File: config.mk
export PLATFORM = sky130hd
export DESIGN_NAME = mpl_link
export DESIGN_NICKNAME = d
export VERILOG_FILES = /design/src/mpl_link.v
export VERILOG_INCLUDE_DIRS = /design/src
export SDC_FILE = /design/constraint.sdc
export NUM_CORES = 1
export LEC_CHECK = 0
export ABC_AREA = 0
export BUFFER_PORTS_ARGS = -buffer_cell sky130_fd_sc_hd__buf_2
export CAP_MARGIN = 0
export CORE_AREA = 5 5 179 181
export DETAILED_ROUTE_END_ITERATION = 6
export DIE_AREA = 0 0 184 186
export GPL_TIMING_DRIVEN = 0
export HOLD_SLACK_MARGIN = 0.03
export PLACE_DENSITY = 0.7
export SLEW_MARGIN = 20
export SYNTH_ARGS = -nofsm -noshare
export SYNTH_HDL_FRONTEND = slang
export SYNTH_SLANG_ARGS = --single-unit
export TNS_END_PERCENT = 50
File: constraint.sdc
create_clock -name core_clk_i -period 8.7 [get_ports core_clk_i]
set_input_delay 2.175 -clock core_clk_i [delete_from_list [all_inputs] [get_ports core_clk_i]]
set_output_delay 2.175 -clock core_clk_i [all_outputs]
set_load 0.005 [all_outputs]
File: src/mpl_link_regs.vh
`ifndef MPL_LINK_REGS_VH
`define MPL_LINK_REGS_VH

// Clock and timing.
`define MPL_CLK_NS 10
`define MPL_RST_LOW_NS 1000
`define MPL_RST_LOW_CYC ((`MPL_RST_LOW_NS + `MPL_CLK_NS - 1) / `MPL_CLK_NS)
`define MPL_ANA_WIN_MS 40
`define MPL_ANA_WIN_CYC (`MPL_ANA_WIN_MS * 1000000 / `MPL_CLK_NS)
`define MPL_TRIG_WIN_US 300
`define MPL_TRIG_WIN_CYC (`MPL_TRIG_WIN_US * 1000 / `MPL_CLK_NS)
`define MPL_NV_WAIT_US 20
`define MPL_NV_WAIT_CYC (`MPL_NV_WAIT_US * 1000 / `MPL_CLK_NS)

// Frame layout.
`define MPL_RD_BITS 6'h0E
`define MPL_WR_BITS 6'h2E
`define MPL_TX_BITS 6'h25
`define MPL_CRC_POLY 3'h3
`define MPL_CRC_INIT 3'h0

// Chip select codes.
`define MPL_CS_BCAST0 2'h0
`define MPL_CS_DIE0 2'h1
`define MPL_CS_DIE1 2'h2
`define MPL_CS_BCAST1 2'h3

// Addresses and codes.
`define MPL_ACCESS_ADDR 8'h86
`define MPL_CTRL_ADDR 8'h87
`define MPL_NV_LIMIT 8'h40
`define MPL_UNLOCK_CODE 32'h414C5333
`define MPL_ACCESS_HI 31'h616C733D

// Output modes and access selection.
`define MPL_MODE_ANALOG 2'h0
`define MPL_SEL_LOCKED 2'h3

`endif

File: src/mpl_link.v
`timescale 1ns/1ps
`include "mpl_link_regs.vh"

module mpl_link #(
   parameter integer ANA_WIN_CYC = `MPL_ANA_WIN_CYC,
   parameter integer TRIG_WIN_CYC = `MPL_TRIG_WIN_CYC,
   parameter integer NV_WAIT_CYC = `MPL_NV_WAIT_CYC
)(
   input wire core_clk_i,
   input wire srst_i,
   input wire line_i,
   output reg line_o,
   output reg line_oe_n_o,
   input wire overvoltage_detect_i,
   input wire trigger_i,
   input wire [1:0] out_mode_i,
   input wire [1:0] access_sel_i,
   input wire ana_lock_i,
   input wire die_addr_i,
   input wire dig_data_i,
   input wire drive_sel_i,
   input wire [2:0] push_lim_i,
   input wire push_lim_dis_i,
   input wire [31:0] rd_data_i,
   output reg [7:0] reg_addr_o,
   output reg [31:0] reg_wdata_o,
   output reg reg_wr_o,
   output reg nv_wr_o,
   output reg rd_req_o,
   output reg unlocked_o,
   output reg manch_en_o,
   output reg out_en_o,
   output reg push_pull_o,
   output reg [2:0] push_lim_o,
   output reg push_lim_dis_o
);

   localparam [1:0] D_IDLE = 2'h0;
   localparam [1:0] D_ARM = 2'h1;
   localparam [1:0] D_SYNC = 2'h2;
   localparam [1:0] D_BITS = 2'h3;
   localparam [2:0] P_IDLE = 3'h0;
   localparam [2:0] P_ACK = 3'h1;
   localparam [2:0] P_NVW = 3'h2;
   localparam [2:0] P_NVH = 3'h3;
   localparam [2:0] P_TX = 3'h4;
   localparam integer RST_LOW_CYC = `MPL_RST_LOW_CYC;
   localparam [15:0] RST_LOW = RST_LOW_CYC[15:0];
   localparam [22:0] ANA_WIN = ANA_WIN_CYC[22:0];
   localparam [15:0] TRIG_WIN = TRIG_WIN_CYC[15:0];
   localparam [22:0] NV_WAIT = NV_WAIT_CYC[22:0];

   function [2:0] crc_step;
      input [2:0] crc;
      input b;
      begin
         crc_step = {crc[1:0], 1'b0} ^
            ((crc[2] ^ b) ? `MPL_CRC_POLY : 3'h0);
      end
   endfunction

   function [2:0] crc_word;
      input [31:0] w;
      integer i;
      reg [2:0] c;
      begin
         c = `MPL_CRC_INIT;
         for (i = 31; i >= 0; i = i - 1)
            c = crc_step(c, w[i]);
         crc_word = c;
      end
   endfunction

   // Three stages per pin input: {trigger, overvoltage, line}.
   reg [2:0] s1_r;
   reg [2:0] s2_r;
   reg [2:0] s3_r;
   reg [2:0] flt_r;
   reg [2:0] prev_r;
   reg [1:0] dst_r;
   reg [15:0] cnt_r;
   reg [15:0] per_r;
   reg [5:0] nb_r;
   reg [45:0] sh_r;
   reg [2:0] crc_r;
   reg locked_r;
   reg unlock_seen_r;
   reg unlocked_r;
   reg manch_en_r;
   reg eval_r;
   reg ack_go_r;
   reg nv_go_r;
   reg [22:0] win_cnt_r;
   reg win_open_r;
   reg [15:0] trig_cnt_r;
   reg trig_win_r;
   reg [2:0] pst_r;
   reg [22:0] pcnt_r;
   reg half_r;
   reg [5:0] bi_r;
   reg [36:0] txsh_r;
   reg line_nxt;
   reg oe_n_nxt;

   wire line_w = flt_r[0];
   wire rise_w = flt_r[0] & ~prev_r[0];
   wire fall_w = ~flt_r[0] & prev_r[0];
   wire trig_ev_w = flt_r[2] & ~prev_r[2];
   wire analog_w = (out_mode_i == `MPL_MODE_ANALOG);
   wire ovd_ok_w = flt_r[1] & ~access_sel_i[1];
   wire trig_ok_w = trig_ev_w & ~access_sel_i[0];
   wire [16:0] q3_w = {1'b0, per_r} - {3'h0, per_r[15:2]};
   wire [16:0] q6_w = {1'b0, per_r} + {2'h0, per_r[15:1]};
   wire [15:0] hp_w = (per_r[15:1] == 15'h0) ? 16'h0001 : {1'b0, per_r[15:1]};
   wire rd_fr_w = (nb_r == `MPL_RD_BITS) & sh_r[13];
   wire wr_fr_w = (nb_r == `MPL_WR_BITS) & ~sh_r[45];
   wire [1:0] cs_w = rd_fr_w ? sh_r[12:11] : sh_r[44:43];
   wire [7:0] addr_w = rd_fr_w ? sh_r[10:3] : sh_r[42:35];
   wire [31:0] data_w = sh_r[34:3];
   wire cs_hit_w = (cs_w == `MPL_CS_BCAST0) | (cs_w == `MPL_CS_BCAST1) |
      ((cs_w == `MPL_CS_DIE0) & ~die_addr_i) |
      ((cs_w == `MPL_CS_DIE1) & die_addr_i);
   wire listen_w = (access_sel_i != `MPL_SEL_LOCKED) & ~locked_r &
      (analog_w ? (win_open_r | unlocked_r) :
      (ovd_ok_w | trig_win_r | manch_en_r));
   wire need_unlock_w = analog_w & ana_lock_i & ~unlock_seen_r;
   wire frame_ok_w = (crc_r == 3'h0) & cs_hit_w & listen_w &
      (rd_fr_w | wr_fr_w);
   wire is_access_w = wr_fr_w & (addr_w == `MPL_ACCESS_ADDR);
   wire is_unlock_w = is_access_w & (data_w == `MPL_UNLOCK_CODE);
   wire good_code_w = is_access_w & (data_w[31:1] == `MPL_ACCESS_HI);

   always @(posedge core_clk_i)
   begin
      if (srst_i)
      begin
         s1_r <= 3'h1;
         s2_r <= 3'h1;
         s3_r <= 3'h1;
         flt_r <= 3'h1;
         prev_r <= 3'h1;
      end
      else
      begin
         s1_r <= {trigger_i, overvoltage_detect_i, line_i};
         s2_r <= s1_r;
         s3_r <= s2_r;
         flt_r <= (s2_r & s3_r) | (flt_r & (s2_r | s3_r));
         prev_r <= flt_r;
      end
   end

   // Decoder and command execution.
   always @(posedge core_clk_i)
   begin
      if (srst_i)
      begin
         dst_r <= D_IDLE;
         cnt_r <= 16'h0000;
         per_r <= 16'h0000;
         nb_r <= 6'h00;
         sh_r <= 46'h0;
         crc_r <= `MPL_CRC_INIT;
         locked_r <= 1'b0;
         unlock_seen_r <= 1'b0;
         unlocked_r <= 1'b0;
         manch_en_r <= 1'b0;
         eval_r <= 1'b0;
         ack_go_r <= 1'b0;
         nv_go_r <= 1'b0;
         reg_addr_o <= 8'h00;
         reg_wdata_o <= 32'h00000000;
         reg_wr_o <= 1'b0;
         nv_wr_o <= 1'b0;
         rd_req_o <= 1'b0;
      end
      else
      begin
         eval_r <= 1'b0;
         ack_go_r <= 1'b0;
         nv_go_r <= 1'b0;
         reg_wr_o <= 1'b0;
         nv_wr_o <= 1'b0;
         rd_req_o <= 1'b0;
         case (dst_r)
            D_IDLE:
            begin
               // A low run of the reset length arms the decoder.
               if (line_w)
                  cnt_r <= 16'h0000;
               else if (cnt_r >= RST_LOW - 16'h0001)
                  dst_r <= D_ARM;
               else
                  cnt_r <= cnt_r + 16'h0001;
            end
            D_ARM:
            begin
               cnt_r <= 16'h0000;
               if (rise_w)
                  dst_r <= D_SYNC;
            end
            D_SYNC:
            begin
               if (rise_w)
               begin
                  // The count restarts one cycle late, so add the edge cycle.
                  per_r <= cnt_r + 16'h0001;
                  cnt_r <= 16'h0000;
                  nb_r <= 6'h00;
                  crc_r <= `MPL_CRC_INIT;
                  dst_r <= D_BITS;
               end
               else if (cnt_r == 16'hFFFF)
               begin
                  cnt_r <= 16'h0000;
                  dst_r <= D_IDLE;
               end
               else
                  cnt_r <= cnt_r + 16'h0001;
            end
            D_BITS:
            begin
               // Edges before three quarters of a bit are boundary edges.
               if ((rise_w | fall_w) && ({1'b0, cnt_r} >= q3_w))
               begin
                  sh_r <= {sh_r[44:0], fall_w};
                  crc_r <= crc_step(crc_r, fall_w);
                  if (nb_r != 6'h3F)
                     nb_r <= nb_r + 6'h01;
                  cnt_r <= 16'h0000;
               end
               else if ({1'b0, cnt_r} > q6_w)
               begin
                  eval_r <= 1'b1;
                  cnt_r <= 16'h0000;
                  dst_r <= D_IDLE;
                  if (frame_ok_w)
                  begin
                     reg_addr_o <= addr_w;
                     reg_wdata_o <= data_w;
                     if (is_unlock_w)
                        unlock_seen_r <= 1'b1;
                     else if (need_unlock_w)
                        cnt_r <= 16'h0000;
                     else if (is_access_w)
                     begin
                        if (good_code_w)
                        begin
                           unlocked_r <= 1'b1;
                           manch_en_r <= data_w[0];
                           ack_go_r <= 1'b1;
                        end
                        else if (analog_w)
                           locked_r <= 1'b1;
                     end
                     else if (unlocked_r && rd_fr_w)
                        rd_req_o <= 1'b1;
                     else if (unlocked_r)
                     begin
                        if (addr_w == `MPL_CTRL_ADDR)
                        begin
                           manch_en_r <= data_w[0];
                           if (!data_w[0] && !analog_w)
                              unlocked_r <= 1'b0;
                        end
                        if (addr_w < `MPL_NV_LIMIT)
                        begin
                           nv_wr_o <= 1'b1;
                           nv_go_r <= 1'b1;
                        end
                        else
                        begin
                           reg_wr_o <= 1'b1;
                           ack_go_r <= 1'b1;
                        end
                     end
                  end
               end
               else
                  cnt_r <= cnt_r + 16'h0001;
            end
            default:
               dst_r <= D_IDLE;
         endcase
         // Our own drive on the line must not be decoded as a command.
         if (pst_r != P_IDLE)
         begin
            dst_r <= D_IDLE;
            cnt_r <= 16'h0000;
         end
      end
   end

   // Analog listen window after reset and the trigger entry window.
   always @(posedge core_clk_i)
   begin
      if (srst_i)
      begin
         win_cnt_r <= 23'h000000;
         win_open_r <= 1'b1;
         trig_cnt_r <= 16'h0000;
         trig_win_r <= 1'b0;
      end
      else
      begin
         if (win_open_r && dst_r != D_BITS)
         begin
            if (win_cnt_r >= ANA_WIN - 23'h000001)
               win_open_r <= 1'b0;
            else
               win_cnt_r <= win_cnt_r + 23'h000001;
         end
         if (trig_ok_w && !analog_w)
         begin
            trig_win_r <= 1'b1;
            trig_cnt_r <= 16'h0000;
         end
         else if (eval_r)
            trig_win_r <= 1'b0;
         else if (trig_win_r && dst_r != D_BITS)
         begin
            if (trig_cnt_r >= TRIG_WIN - 16'h0001)
               trig_win_r <= 1'b0;
            else
               trig_cnt_r <= trig_cnt_r + 16'h0001;
         end
      end
   end

   // Pin engine: acknowledge, store-done edge and read answer.
   always @(posedge core_clk_i)
   begin
      if (srst_i)
      begin
         pst_r <= P_IDLE;
         pcnt_r <= 23'h000000;
         half_r <= 1'b0;
         bi_r <= 6'h00;
         txsh_r <= 37'h0;
      end
      else
      begin
         case (pst_r)
            P_IDLE:
            begin
               pcnt_r <= 23'h000000;
               half_r <= 1'b0;
               bi_r <= 6'h00;
               if (ack_go_r)
                  pst_r <= P_ACK;
               else if (nv_go_r)
                  pst_r <= P_NVW;
               else if (rd_req_o)
               begin
                  txsh_r <= {2'b00, rd_data_i, crc_word(rd_data_i)};
                  pst_r <= P_TX;
               end
            end
            P_ACK:
            begin
               if (pcnt_r >= {7'h00, per_r})
                  pst_r <= P_IDLE;
               else
                  pcnt_r <= pcnt_r + 23'h000001;
            end
            P_NVW:
            begin
               if (pcnt_r >= NV_WAIT - 23'h000001)
               begin
                  pcnt_r <= 23'h000000;
                  pst_r <= P_NVH;
               end
               else
                  pcnt_r <= pcnt_r + 23'h000001;
            end
            P_NVH:
            begin
               if (pcnt_r >= {7'h00, per_r})
                  pst_r <= P_IDLE;
               else
                  pcnt_r <= pcnt_r + 23'h000001;
            end
            P_TX:
            begin
               if (pcnt_r >= {7'h00, hp_w} - 23'h000001)
               begin
                  pcnt_r <= 23'h000000;
                  half_r <= ~half_r;
                  if (half_r)
                  begin
                     txsh_r <= {txsh_r[35:0], 1'b0};
                     bi_r <= bi_r + 6'h01;
                     if (bi_r == `MPL_TX_BITS - 6'h01)
                        pst_r <= P_IDLE;
                  end
               end
               else
                  pcnt_r <= pcnt_r + 23'h000001;
            end
            default:
               pst_r <= P_IDLE;
         endcase
      end
   end

   always @*
   begin
      line_nxt = 1'b0;
      oe_n_nxt = 1'b1;
      case (pst_r)
         P_ACK, P_NVW:
            oe_n_nxt = 1'b0;
         P_NVH:
         begin
            oe_n_nxt = 1'b0;
            line_nxt = 1'b1;
         end
         P_TX:
         begin
            oe_n_nxt = 1'b0;
            line_nxt = half_r ? ~txsh_r[36] : txsh_r[36];
         end
         default:
         begin
            if (!analog_w && !ovd_ok_w && !manch_en_r && !trig_win_r)
            begin
               if (!drive_sel_i)
               begin
                  oe_n_nxt = 1'b0;
                  line_nxt = dig_data_i;
               end
               else
                  oe_n_nxt = dig_data_i;
            end
         end
      endcase
   end

   always @(posedge core_clk_i)
   begin
      if (srst_i)
      begin
         line_o <= 1'b0;
         line_oe_n_o <= 1'b1;
         unlocked_o <= 1'b0;
         manch_en_o <= 1'b0;
         out_en_o <= 1'b1;
         push_pull_o <= 1'b0;
         push_lim_o <= 3'h0;
         push_lim_dis_o <= 1'b0;
      end
      else
      begin
         line_o <= line_nxt;
         line_oe_n_o <= oe_n_nxt;
         unlocked_o <= unlocked_r;
         manch_en_o <= manch_en_r;
         out_en_o <= analog_w ? ~(unlocked_r & manch_en_r) :
            ~(ovd_ok_w | manch_en_r | trig_win_r);
         push_pull_o <= ~drive_sel_i;
         push_lim_o <= push_lim_i;
         push_lim_dis_o <= push_lim_dis_i;
      end
   end

endmodule

Word-level counts from Yosys, hierarchy flattened
Index checks and enable logic that the tools add are counted.
{ "word_totals": {"out_inout_bits": 53, "reg_bits": 274, "n_memories": 0, "word_cells": 393, "latchBits": 0, "inputBits": 49, "ram_bits": 0, "romBits": 0} }
{ "classes": {"muxes": 114, "n_bitwise": 123, "multipliers": 0, "div_mod_pow": 0, "n_reduce_logical": 56, "magnitude_cmp": 9, "shifts": 0, "add_sub_neg": 9, "n_eq_ne": 43} }
{ "op_table": {"columns": ["cell", "n"], "rows": [
  ["37-bit two-way mux", 5],
  ["16-bit two-way mux", 6],
  ["3-bit by 2-bit XOR with 3-bit output", 32],
  ["23-bit one-hot mux with 4 select lines", 1],
  ["2-bit two-way mux", 41],
  ["37-bit one-hot mux with 2 select lines", 1],
  ["23-bit two-way mux", 3],
  ["16-bit one-hot mux with 4 select lines", 1],
  ["23-bit by 1-bit adder with 23-bit output (second input constant)", 2],
  ["2-bit != test (second input constant)", 19],
  ["16-bit by 1-bit adder with 16-bit output (second input constant)", 2],
  ["32-bit by 31-bit equality test with 1-bit output (second input constant)", 1],
  ["1-bit two-way mux", 32],
  ["31-bit equality test (second input constant)", 1],
  ["1-bit XOR", 31],
  ["3-bit two-way mux", 10],
  ["6-bit two-way mux", 5],
  ["1-bit inverter", 25],
  ["6-bit one-hot mux with 2 select lines", 2],
  ["23-bit by 11-bit greater-or-equal comparator with 1-bit output (second input constant)", 1],
  ["23-bit by 16-bit greater-or-equal comparator with 1-bit output", 1],
  ["23-bit by 22-bit greater-or-equal comparator with 1-bit output (second input constant)", 1],
  ["23-bit greater-or-equal comparator", 1],
  ["1-bit AND", 20],
  ["55 further kinds", 110]
]} }

Depth between registers and ports, before layout
{ "depth": {"depth_word": 97, "mapped_depth": 23} }

Least setup slack after synthesis
Ideal clock, no wire load.
{ "synth_path": {"path_type": "reg2reg", "from": "register per_r[10]", "to": "register txsh_r[16]", "period_less_slack_ns": 5.005, "t_arrival_ns": 4.872, "path_slack_ns": 3.695, "required_time_ns": 8.567, "path_buffers": 5, "stages_incl_launch_ff": 24, "cell_sequence": "dfxtp_1 inv_1 ha_1 nand4_1 or4_1 clkbuf_1 clkbuf_1 and2_1 ha_1 o211ai_1 a21boi_0 o211ai_1 a21oi_1 xnor2_1 ha_1 nand4_1 or3b_2 a31oi_1 o41a_1 o2111a_1 clkbuf_1 buf_2 buf_2 a311oi_1"} }
{ "synth_via": {"elab_chain_cells": 6} }
{ "synth_rtl": {"columns": ["element", "line", "rtl"], "rows": [
  ["start: declaration", "mpl_link.v:82", "reg [15:0] per_r;"],
  ["start signal: assignment", "mpl_link.v:207", "per_r <= cnt_r + 16'h0001;"],
  ["15-bit logical NOT", "mpl_link.v:114", "wire [15:0] hp_w = (per_r[15:1] == 15'h0) ? 16'h0001 : {1'b0, per_r[15:1]};"],
  ["15-bit two-way mux *", "mpl_link.v:114", null],
  ["15-bit by 1-bit subtractor with 16-bit output *", "mpl_link.v:385", "if (pcnt_r >= {7'h00, hp_w} - 23'h000001)"],
  ["23-bit greater-or-equal comparator *", "mpl_link.v:385", null],
  ["2-bit != test (no line) *", null, null],
  ["6-bit AND reduction (no line) *", null, null],
  ["end signal: assignment", "mpl_link.v:355", "txsh_r <= {2'b00, rd_data_i, crc_word(rd_data_i)};"],
  ["end signal: assignment", "mpl_link.v:391", "txsh_r <= {txsh_r[35:0], 1'b0};"],
  ["end: declaration", "mpl_link.v:101", "reg [36:0] txsh_r;"]
]} }
Mark *: on every way between the ends. The rest lies on a longest branch, timed or not.
A chain may end at the register's enable or synchronous reset.

Worst setup path in the final report
{ "layout_path": {"from": "register per_r[10]", "to": "register txsh_r[22]"} }
Same word-level chain as after synthesis.

==> results.md <==
* Status: finished clean
* Drt wl/cell at 16.6 um
* Synthesized cell area at between 15000 and 20000 um2
* Crit-path max FO at 10
* RSZ-0062 raised after global routing: no
* Critical Path RT at 9.10 ns
* Initial Util at 0.514
* Final std cells w/o fill at about 2500
* Synth cell types at 80
* Htree depth at 1
* Antenna violations before repair at 1
* Endpoints failing setup at 0
* Setup WS post-layout at ~2.4 ns
* Sequential share of the synthesized area at 0.351
* Compound-Gate Fraction of Synth Area at 0.154
* Synth Area in Simple Gates at 0.241
* Top-count cell post-synth: nand2_1
* Hold_buf cts at 0
* Detailed Routing Iterations Pass 1 at 5
* Setup bufs post-CTS at 0
* Final hold slack at about 0.43 ns
* R2R Setup Slk at 2.41 ns
* ANT cells at 0
* Pin count of the biggest net entering global routing at 14
* Clk root buf: clkbuf_16
* DR DRC count at 0
* Avg Cell Area, Syn at between 8 and 9 um2
* GR Util All Layers at 0.233
* Post-cts resize count at 0
* Die Height at 186 um
* Routed WL at 40900 um
* Power Total at ~0.0027 W
* Number of routed nets with antenna violations at 0
* Synthesis warning total at 0
* Longest Clk Path Bufs at 3
* Worst Setup End Kind: register
* Fin. Hold Viols at 0
* Main synth FF type: dfxtp_1
* Clock Latency Late Sink at between 0.5 and 0.6 ns
* FF-to-FF End: txsh_r[22]
* Pleak at 7.12 nW
* Starting DRT DRC Count at approximately 880
* Post-synthesis mux area share at 0.0324
* Core Area at around 30000 um2
* Final worst-path cycle share at 0.723
* Worst slew pin tran at 1.02 ns
* Hold path start: s1_r[0]
* Pre-CTS setup slack at roughly 2.5 ns
* Synthesized net count at approximately 2100
* Setup TNS at 0 ns
* Flop and latch count out of synthesis at roughly 270
* Max Cap Viol at 0
* Ratio of cells with drive above 1 in the final layout at 0.0888
* Sink Count at 273
* CTS tree: built
* Port bufs at just over 100
* Fmax at 159 MHz
* Post-Synth Adder-Cell Area at 0.105
* Worst Setup Start Kind: register
* Drt via density at 5.75
* Syn Inst Count at approximately 1900
* Critical path arrival at about 6.7 ns
* XOR/XNOR Fraction of Synth Area at 0.0808
* Vias in the first global route at between 10000 and 15000
* Worst Clk Skew at roughly 0.018 ns
* Die extent in x at between 150 and 200 um
* Synth top area cells: dfxtp_1, ha_1, nand2_1
* Largest area contributor in the netlist: dfxtp_1
* Remaining Overflow, GRT at 0
* Worst slew margin at 0.302
* Final HPWL from detailed placement at 31100 um
* Setup crit start: per_r[10]
* Post-synth top cells: nand2_1, dfxtp_1, nor2_1
* Nets@finish at about 2200
* Placed cells at roughly 2400
* Class of the worst hold path: register to register
* EDFF count, synth at 0
* DR vias at approximately 14000
* Clock slew at reported path FFs at ~0.06 ns
* Worst flop-to-flop path startpoint: per_r[10]
* Max Slew Vio Count at 0
* Area share of the leading cell type in the synthesized netlist at 0.351
* Filler cells at roughly 2800
* Worst setup path end: txsh_r[22]
* Area Overhead vs Synth at 12.4%
* # IOs at 102
* CTS Buf Count at 29
* Die area at around 34000 um2
* Async set-or-reset flop fraction in the synthesized netlist at 0
* Row cnt at 64
* Fin crit period at around 6.3 ns
* Reg2reg path depth at 23
* VDD IR max at 0.000153 V
* Final GP Congestion at around 0.93
* Pwr per Cell Area at around 160 nW/um2
* WS Path Type: register to register
* Largest family of logic cells by synthesized area: simple AND/OR/NAND/NOR gates
* Global-route wire length before repair at 67100 um
-- flip-flops by register name (all words and copies together) (netlist names), 2 cells and up --
register / cells
win_cnt_r: 23
push_lim_o: 3
s2_r: 3
flt_r: 3
trig_cnt_r: 16
pcnt_r: 23
cnt_r: 16
bi_r: 6
txsh_r: 37
dst_r: 2
s3_r: 3
pst_r: 3
crc_r: 3
reg_wdata_o: 32
s1_r: 3
nb_r: 6
reg_addr_o: 8
sh_r: 46
per_r: 16
prev_r: 2
-- critical path, cell delays in order (launching register included) --
cell      delay (ns)
dfxtp_1         0.41
inv_1           0.22
ha_1            0.23
nand4_1         0.10
or4_1           0.46
clkbuf_1        0.23
clkbuf_1        0.27
and2_1          0.24
ha_1            0.22
o211ai_1        0.26
a21boi_0        0.22
o211ai_1        0.30
a21oi_1         0.09
xnor2_1         0.17
ha_1            0.32
nand4_1         0.15
or3b_2          0.47
a31oi_1         0.24
o41a_1          0.39
o2111a_1        0.23
clkbuf_1        0.26
buf_2           0.28
buf_2           0.26
a311oi_1        0.13
-- how the worst min path moves through the flow --
stage                    to  slack (ns)  cells past startpoint
global placement    s2_r[0]        0.40                      1
floorplan           s2_r[0]        0.39                      1
finish              s2_r[0]        0.43                      1
CTS                 s2_r[0]        0.43                      1
global route        s2_r[0]        0.43                      1
detailed placement  s2_r[0]        0.41                      1
-- layout by cell type, fill, tap and decap left out, types with 17 or more instances in the layout --
master     count
dfxtp_1      273
xor2_1        37
o21ai_0       46
mux2i_1       47
nor2b_1       29
clkbuf_16     29
ha_1         127
nand4_1       23
a31oi_1       31
a211oi_1      21
a21oi_1      126
nor4_1        17
a21o_1        20
buf_2        114
clkbuf_1      75
inv_1         58
nor2_1       208
nor3_1        51
nand2_1      300
nand3_1       55
a311oi_1      33
xnor2_1      104
-- through the flow --
| stage | utilization | instance area (um2) |
|---|---|---|
| 2_1_floorplan | - | 15600 |
| 3_3_place_gp | 0.547 | 16600 |
| 3_5_place_dp | 0.547 | 16600 |
| 4_1_cts | 0.578 | 17500 |
| 5_1_grt | 0.578 | 17500 |
| 6_report | 0.578 | 17500 |
-- kinds of logic (layout without fill, tap and decap cells) --
| group | count (synthesis) | count (layout) |
|---|---|---|
| mux | 50 | 50 |
| simple gates | 804 | 804 |
| buf+inv | 144 | 297 |
| fa+ha+maj | 129 | 129 |
| flops | 273 | 273 |
| xor+xnor | 142 | 142 |
| compound gates | 366 | 366 |
-- area by class of cell --
cell class	count	area, um2	area share
multi-input combinational	1491	9550	0.546
sequential	273	5470	0.312
clock buffer	42	825	0.0471
timing repair buffer	101	505	0.0289
tap	396	495	0.0283
buffer	84	332	0.0190
inverter	60	225	0.0129
clock inverter	10	103	0.00586
-- where the power goes --
group | total, W | switching, W | leakage, nW | internal [W]
clock network | 0.00121 | 0.000500 | 0.459 | 0.000712
logic | 0.000232 | 0.000139 | 4.46 | 0.0000921
registers | 0.00130 | 0.0000155 | 2.20 | 0.00128
total | 0.00274 | 0.000655 | 7.12 | 0.00208
-- routing by layer --
layer,share of wire,wire [um],track usage
met5,0.00032,13,0
met4,0.030,1240,0.0731
met3,0.053,2150,0.0301
met2,0.47,19000,0.393
met1,0.45,18400,0.312
Power figures use the tool's default switching activity.
